## src/logic/apg_pkg.sv

```systemverilog
// package: register map, field layout and reset values for the aux pin level block
package apg_pkg;
    localparam int          APG_NUM_PINS       = 6;
    localparam logic [7:0]  APG_LEVEL_REG_ADDR = 8'h17;  // pin_level_register
    localparam logic [7:0]  APG_CFG_REG_ADDR   = 8'h16;  // pin mode / direction register
    localparam int          APG_OUT_LSB        = 8;      // pin_out_level at 13:8
    localparam int          APG_IN_LSB         = 0;      // pin_in_level at 5:0
    localparam int          APG_DIGSEL_LSB     = 8;      // pin_digital_sel at 13:8
    localparam int          APG_DIRSEL_LSB     = 0;      // pin_dir_sel at 5:0
    localparam int          APG_TWSEL_BIT      = 15;     // two_wire_master_sel
    localparam logic [5:0]  APG_OUT_RST        = 6'h00;
    localparam logic [5:0]  APG_IN_RST         = 6'h00;
    localparam logic [5:0]  APG_DIGSEL_RST     = 6'h3F;
    localparam logic [5:0]  APG_DIRSEL_RST     = 6'h00;
    localparam logic        APG_TWSEL_RST      = 1'b0;
endpackage : apg_pkg

```

## src/logic/apg_pin_sync.sv

```systemverilog
// module: two-stage synchroniser for the pin input levels
`timescale 1ns/10ps
module apg_pin_sync #(
    parameter int WIDTH = 6
) (
    input  wire logic             clock_i,
    input  wire logic             reset_i,
    input  wire logic [WIDTH-1:0] async_i,
    output logic      [WIDTH-1:0] sync_o
);
    logic [WIDTH-1:0] meta_r;

    initial begin
        if (WIDTH < 1) begin
            $error("apg_pin_sync: WIDTH must be at least 1");
        end
    end

    // first stage feeds only the second
    always_ff @(posedge clock_i) begin
        if (reset_i) begin
            meta_r <= '0;
            sync_o <= '0;
        end else begin
            meta_r <= async_i;
            sync_o <= meta_r;
        end
    end
endmodule : apg_pin_sync

```

## src/logic/apg_pin_level.sv

```systemverilog
// module: output drive and input sense of six aux pins with two registers
`timescale 1ns/10ps
// Behaviour
// - six writable output levels at 13:8, reset 0
// - drive only when digital and output selected, except pins 1:0 in two-wire mode
// - two-wire mode ignores out levels 1:0
// - six read-only input levels at 5:0
// - analog pins read input level zero
// - snapshot inputs at address parity end
// - two-wire mode forces input levels 1:0 zero
// - per-pin digital select, default digital
// - per-pin direction select, default input
// - two-wire mode: pin0 data, pin1 clock open-drain
module apg_pin_level (
    input  wire logic        clock_i,
    input  wire logic        reset_i,
    input  wire logic [7:0]  reg_addr_i,
    input  wire logic        reg_wr_i,
    input  wire logic [15:0] reg_wdata_i,
    input  wire logic        addr_parity_end_i,
    output logic      [15:0] reg_rdata_o,
    input  wire logic [5:0]  pin_i,
    output logic      [5:0]  pin_o,
    output logic      [5:0]  pin_oe_o,
    input  wire logic        tw_sda_o_i,
    input  wire logic        tw_scl_o_i,
    output logic             tw_sda_in_o
);
    import apg_pkg::*;

    logic [5:0] pin_out_level_r;
    logic [5:0] pin_in_level_r;
    logic [5:0] pin_digital_sel_r;
    logic [5:0] pin_dir_sel_r;
    logic       two_wire_master_sel_r;
    logic [5:0] pin_sync;
    logic [5:0] live_level;
    logic       wr_level;
    logic       wr_cfg;

    // address compare shared by the write decodes and the read mux
    function automatic logic addr_hit(input logic [7:0] addr, input logic [7:0] target);
        return addr == target;
    endfunction : addr_hit

    apg_pin_sync #(.WIDTH(APG_NUM_PINS)) u_sync (
        .clock_i (clock_i),
        .reset_i (reset_i),
        .async_i (pin_i),
        .sync_o  (pin_sync)
    );

    // write decodes
    assign wr_level = reg_wr_i && addr_hit(reg_addr_i, APG_LEVEL_REG_ADDR);
    assign wr_cfg   = reg_wr_i && addr_hit(reg_addr_i, APG_CFG_REG_ADDR);

    // output level storage; only 13:8 are stored
    always_ff @(posedge clock_i) begin
        if (reset_i) begin
            pin_out_level_r <= APG_OUT_RST;
        end else if (wr_level) begin
            pin_out_level_r <= reg_wdata_i[APG_OUT_LSB +: 6];
        end
    end

    // mode, direction and two-wire selects
    always_ff @(posedge clock_i) begin
        if (reset_i) begin
            pin_digital_sel_r     <= APG_DIGSEL_RST;
            pin_dir_sel_r         <= APG_DIRSEL_RST;
            two_wire_master_sel_r <= APG_TWSEL_RST;
        end else if (wr_cfg) begin
            pin_digital_sel_r     <= reg_wdata_i[APG_DIGSEL_LSB +: 6];
            pin_dir_sel_r         <= reg_wdata_i[APG_DIRSEL_LSB +: 6];
            two_wire_master_sel_r <= reg_wdata_i[APG_TWSEL_BIT];
        end
    end

    // live sensed level: analog pins zero, pins 1:0 zero in two-wire mode
    always_comb begin
        live_level = pin_sync & pin_digital_sel_r;
        if (two_wire_master_sel_r) begin
            live_level[1:0] = 2'h0;
        end
    end

    // snapshot taken when the address parity bit ends
    always_ff @(posedge clock_i) begin
        if (reset_i) begin
            pin_in_level_r <= APG_IN_RST;
        end else if (addr_parity_end_i) begin
            pin_in_level_r <= live_level;
        end
    end

    // pin drivers; input buffer stays live in output mode
    always_ff @(posedge clock_i) begin
        if (reset_i) begin
            pin_o    <= 6'h00;
            pin_oe_o <= 6'h00;
        end else begin
            for (int i = 0; i < APG_NUM_PINS; i++) begin
                pin_o[i]    <= pin_out_level_r[i];
                pin_oe_o[i] <= pin_digital_sel_r[i] & pin_dir_sel_r[i];
            end
            if (two_wire_master_sel_r) begin
                pin_o[1:0]  <= 2'h0;
                pin_oe_o[0] <= ~tw_sda_o_i;
                pin_oe_o[1] <= ~tw_scl_o_i;
            end
        end
    end

    // data line read back for the two-wire master
    always_ff @(posedge clock_i) begin
        if (reset_i) begin
            tw_sda_in_o <= 1'b1;
        end else begin
            tw_sda_in_o <= pin_sync[0];
        end
    end

    // read data for the addressed register, unused bits zero
    always_ff @(posedge clock_i) begin
        if (reset_i) begin
            reg_rdata_o <= 16'h0000;
        end else if (addr_hit(reg_addr_i, APG_CFG_REG_ADDR)) begin
            reg_rdata_o <= {two_wire_master_sel_r, 1'b0, pin_digital_sel_r, 2'h0, pin_dir_sel_r};
        end else if (addr_hit(reg_addr_i, APG_LEVEL_REG_ADDR)) begin
            reg_rdata_o <= {2'h0, pin_out_level_r, 2'h0, pin_in_level_r};
        end else begin
            reg_rdata_o <= 16'h0000;
        end
    end

    // checks on drive gating, input snapshot and register contents
    property p_drive_gate;
        @(posedge clock_i) disable iff (reset_i)
        (!two_wire_master_sel_r && !$past(two_wire_master_sel_r) && !$past(reset_i))
            |-> (pin_oe_o == $past(pin_digital_sel_r & pin_dir_sel_r));
    endproperty
    a_drive_gate: assert property (p_drive_gate) else $error("drive enable wrong");

    property p_tw_ignore;
        @(posedge clock_i) disable iff (reset_i)
        $past(two_wire_master_sel_r) && !$past(reset_i) |-> (pin_o[1:0] == 2'h0);
    endproperty
    a_tw_ignore: assert property (p_tw_ignore) else $error("out level used in two-wire mode");

    property p_snapshot;
        @(posedge clock_i) disable iff (reset_i)
        addr_parity_end_i |=> (pin_in_level_r == $past(live_level));
    endproperty
    a_snapshot: assert property (p_snapshot) else $error("snapshot not taken");

    property p_hold;
        @(posedge clock_i) disable iff (reset_i)
        !addr_parity_end_i |=> $stable(pin_in_level_r);
    endproperty
    a_hold: assert property (p_hold) else $error("snapshot changed outside capture");

    property p_analog_zero;
        @(posedge clock_i) disable iff (reset_i)
        ((pin_in_level_r & ~$past(pin_digital_sel_r)) == 6'h00) or !$past(addr_parity_end_i);
    endproperty
    a_analog_zero: assert property (p_analog_zero) else $error("analog pin read nonzero");

    property p_tw_read_zero;
        @(posedge clock_i) disable iff (reset_i)
        addr_parity_end_i && two_wire_master_sel_r |=> (pin_in_level_r[1:0] == 2'h0);
    endproperty
    a_tw_read_zero: assert property (p_tw_read_zero) else $error("pins 1:0 not zero");

    property p_write_out;
        @(posedge clock_i) disable iff (reset_i)
        wr_level |=> ##1 ($past(reg_addr_i) != APG_LEVEL_REG_ADDR || $past(wr_level, 2) == 1'b0 ||
                          reg_rdata_o[13:8] == $past(reg_wdata_i[13:8], 2) || $past(wr_level));
    endproperty
    a_write_out: assert property (p_write_out) else $error("out level not stored");

    property p_unused_zero;
        @(posedge clock_i) disable iff (reset_i)
        $past(reg_addr_i) == APG_LEVEL_REG_ADDR && !$past(reset_i)
            |-> (reg_rdata_o[15:14] == 2'h0 && reg_rdata_o[7:6] == 2'h0);
    endproperty
    a_unused_zero: assert property (p_unused_zero) else $error("unused bits nonzero");

    property p_tw_pins;
        @(posedge clock_i) disable iff (reset_i)
        two_wire_master_sel_r ##1 two_wire_master_sel_r |-> (pin_oe_o[1] == !$past(tw_scl_o_i));
    endproperty
    a_tw_pins: assert property (p_tw_pins) else $error("clock line not open-drain");

    property p_tw_data;
        @(posedge clock_i) disable iff (reset_i)
        two_wire_master_sel_r ##1 two_wire_master_sel_r |-> (pin_oe_o[0] == !$past(tw_sda_o_i));
    endproperty
    a_tw_data: assert property (p_tw_data) else $error("data line not open-drain");

    property p_out_follow;
        @(posedge clock_i) disable iff (reset_i)
        !$past(two_wire_master_sel_r) && !$past(reset_i) |-> (pin_o == $past(pin_out_level_r));
    endproperty
    a_out_follow: assert property (p_out_follow) else $error("pin level not stored level");

    property p_cfg_store;
        @(posedge clock_i) disable iff (reset_i)
        wr_cfg |=> (pin_digital_sel_r == $past(reg_wdata_i[APG_DIGSEL_LSB +: 6]) &&
                    pin_dir_sel_r == $past(reg_wdata_i[APG_DIRSEL_LSB +: 6]));
    endproperty
    a_cfg_store: assert property (p_cfg_store) else $error("mode or direction not stored");

    property p_sda_echo;
        @(posedge clock_i) disable iff (reset_i)
        !$past(reset_i) |-> (tw_sda_in_o == $past(pin_sync[0]));
    endproperty
    a_sda_echo: assert property (p_sda_echo) else $error("data line level not returned");

    // scenarios that the bench is expected to reach
    c_capture: cover property (@(posedge clock_i) disable iff (reset_i) addr_parity_end_i);
    c_tw_data: cover property (@(posedge clock_i) disable iff (reset_i) two_wire_master_sel_r && pin_oe_o[0]);
    c_level_rd: cover property (@(posedge clock_i) disable iff (reset_i)
                                addr_parity_end_i && reg_addr_i == APG_LEVEL_REG_ADDR);
    c_drive:   cover property (@(posedge clock_i) disable iff (reset_i) pin_oe_o != 6'h00);
    c_tw_mode: cover property (@(posedge clock_i) disable iff (reset_i) two_wire_master_sel_r);
endmodule : apg_pin_level

```

## config.mk

```make
export PLATFORM = sky130hd
export DESIGN_NAME = apg_pin_level
export DESIGN_NICKNAME = d
export VERILOG_FILES = /design/src/logic/apg_pkg.sv /design/src/logic/apg_pin_sync.sv /design/src/logic/apg_pin_level.sv
export SDC_FILE = /design/constraint.sdc
export NUM_CORES = 1
export LEC_CHECK = 0
export ABC_AREA = 1
export ABC_CLOCK_PERIOD_IN_PS = 1500
export BUFFER_PORTS_ARGS = -buffer_cell sky130_fd_sc_hd__buf_2
export CAP_MARGIN = 25
export CORE_MARGIN = 4
export CORE_UTILIZATION = 43
export DETAILED_ROUTE_END_ITERATION = 16
export PLACE_DENSITY = 0.67
export SYNTH_ARGS = -nofsm -noshare
export SYNTH_HDL_FRONTEND = slang
export SYNTH_SLANG_ARGS = --single-unit
export TNS_END_PERCENT = 100
```

## constraint.sdc

```tcl
create_clock -name clock_i -period 1.5 [get_ports clock_i]
set_clock_uncertainty 0.1 [all_clocks]
set_input_delay 0.225 -clock clock_i [delete_from_list [all_inputs] [get_ports clock_i]]
set_output_delay 0.225 -clock clock_i [all_outputs]
set_load 0.02 [all_outputs]
```

==> flow_summary.ini <==
[worst_setup_path]
critPathLaunch = tw_sda_in_o
crit_buf_inv = 1
cp.required_ns = 1.17
path_delay_family = flip-flops
path_class = flip-flop to output pin
crit_arrival_ns = 0.80
r2r_start = two_wire_master_sel_r
worst-path-max-fanout = 1
endpoint_kind = output pin
critPathSlowestCell = dfxtp_1
cp-start-kind = flip-flop
crit_chain = buf_2
worst_path_largest_cell_delay_ns = 0.31

[layout]
utilization_pct = 55.2
layout-drive-gt1-share_pct = 26.4
instances_no_fill = 447
nets = 409
syn2layout_area_growth_pct = 24.9
antenna_cells = 0

[sta]
tns_ns = 0
fmax_mhz = 889
hold_violations = 0
layout_setup_ws_ns = 0.375
finalSetupViolations = 0
rsz0062_at_grt = no
period_share_pct = 75.0
drv_slew = 0
finalCriticalPeriod_ns = 1.12

[routing]
viasPerCell = 4.53
finalWirelength_mm = 5.16
dr_total_vias = 2025
first_pass_iters = 4
antenna_left = 0
dr.first_iter.drc_count = 81
wire_per_inst_um = 11.5
post-route-drc-count = 0

[logic_synthesis]
synth_area_um2 = 2430
synth-seq-cells = 63
synth_simple_gate_area_share_pct = 29.1
synth_compound_area_share_pct = 5.76
post_synth_num_cell_types = 23
synthMuxAreaShare_pct = 0
synth-edff-count = 0
synth_top_area_share_pct = 51.9
async_flop_share_pct = 0
yosysTopAreaCell = dfxtp_1
synth_area_leaders = dfxtp_1 (52%), nand2_1 (8.0%), nor2_1 (7.6%)
synth_xor_xnor_area_share_pct = 0
ys_dominant_reg_cell = dfxtp_1
synthAdderAreaFrac_pct = 0
yosys.cell_count.top_type = dfxtp_1
avgSynthCellArea_um2 = 8.00
yosys-top-cells-count = dfxtp_1 (63), nand2_1 (52), nor2_1 (49), inv_1 (46), nand3_1 (22)
ys.warnings.count = 0
yosysSeqAreaShare_pct = 51.9
netlist_instances = 304
synth_top_family_by_area = simple AND/OR/NAND/NOR gates

[place]
post-place-cells = 426
port_buffers = 58
dp_hpwl_mm = 3.62
place_ws_ns = 0.132
place_congestion = 0.815

[floorplan]
die_area_um2 = 6920
core-area_um2 = 5510
die_x_um = 83.2
ios = 65
start_util_pct = 44.2
rows = 27
die_h_um = 83.2

[grt]
grt_max_degree = 30
grt_first_pass_wirelength_mm = 8.71
antenna_found_initial = 0
grt.total_usage_pct = 15.7
first_global_vias = 1932
grt-ovfl-total = 0

[power_and_ir_drop]
power_leakage_nw = 1.47
max-vdd-ir-drop_uv = 728
powerDensity_nw_per_um2 = 1090

[hold_path]
hp-class = primary input to flip-flop
hold_start = reg_wdata_i[8]

[run_status]
outcome = finished, final reports clean

[clock_tree]
cts-root-buf = clkbuf_8
cts_setup_buffers = 0
numCtsBuffers = 9
htree_levels = 3
cts_tree = done
cts_sinks = 63
worst_skew_pair.late_latency_ns = 0.33
holdBufCountCts = 8
clk_pin_slew_worst_paths_ns = 0.06
clk_path_buf_depth = 2
cts_resized = 0

[run]
max_cap_violations = 0
-- power breakdown --
| part | total (W) | internal, W | switching, W |
|---|---|---|---|
| Sequential | 0.00171 | 0.00170 | 0.00000867 |
| Clock | 0.00139 | 0.000831 | 0.000564 |
| Combinational | 0.000206 | 0.0000850 | 0.000121 |
| Total | 0.00331 | 0.00261 | 0.000694 |
-- path summary, 6_finish.rpt --
kind | endpoint | slack [ns] | cells past startpoint
setup / recovery | tw_sda_in_o | 0.38 | 1
hold / removal | pin_out_level_r[0] | 0.04 | 3
setup reg to reg | pin_oe_o[1] | 0.63 | 3
hold reg to reg | u_sync.sync_o[3] | 0.30 | 2
-- cell usage in the layout (no fill, tap or decap), types with 6 or more instances in the layout --
cell | Yosys | routed
nor2_1 | 49 | 49
dfxtp_1 | 63 | 63
inv_1 | 46 | 46
buf_2 | 4 | 58
nand4_1 | 14 | 14
nand3_1 | 22 | 22
o21ai_0 | 8 | 8
nand2_1 | 52 | 52
a21oi_1 | 7 | 7
nand3_2 | 6 | 6
buf_4 | 5 | 7
clkbuf_8 | 0 | 11
dlygate4sd3_1 | 0 | 8
-- layout make-up --
| type | instances | area (um2) |
|---|---|---|
| clock buffers | 12 | 155 |
| clock inverters | 1 | 30.0 |
| fillers | 525 | 2470 |
| inverters | 48 | 180 |
| multi-input cells | 176 | 858 |
| flip-flops and latches | 63 | 1260 |
| well taps | 72 | 90.1 |
| repair buffers | 75 | 463 |
-- routing by layer --
layer	GRT usage [%]	share of wire, %	vias to the layer above
met5	0	0	-
met4	8.02	2.5	0
li1	-	-	1067
met1	19.7	45	894
met2	23.7	46	54
met3	5.75	6.4	10
-- kinds of logic (layout without fill, tap and decap cells) --
logic type	Yosys count	after routing
AO/OA/AOI/OAI	23	23
buffers and inverters	67	136
AND/OR/NAND/NOR	150	150
flip-flops	63	63
other	1	3
-- sequential cells by signal (all words and copies together), names as in the netlist --
| register | cells |
|---|---|
| u_sync.sync_o | 6 |
| pin_dir_sel_r | 6 |
| tw_sda_in_o | 1 |
| pin_in_level_r | 6 |
| pin_out_level_r | 6 |
| pin_o | 6 |
| two_wire_master_sel_r | 1 |
| u_sync.meta_r | 6 |
| reg_rdata_o | 13 |
| pin_digital_sel_r | 6 |
| pin_oe_o | 6 |
-- stage by stage --
stage | hold WS, ns | area [um2] | total power [W]
final | 0.0376 | 3040 | 0.00331
after detailed placement | 0.295 | 2770 | 0.00194
after CTS | 0.0243 | 3040 | 0.00335
after floorplan | 0.232 | 2440 | 0.00186
after global placement | 0.288 | 2770 | 0.00193
after global routing | 0.0491 | 3040 | 0.00344
No activity file was read; power rests on OpenSTA's default activity.
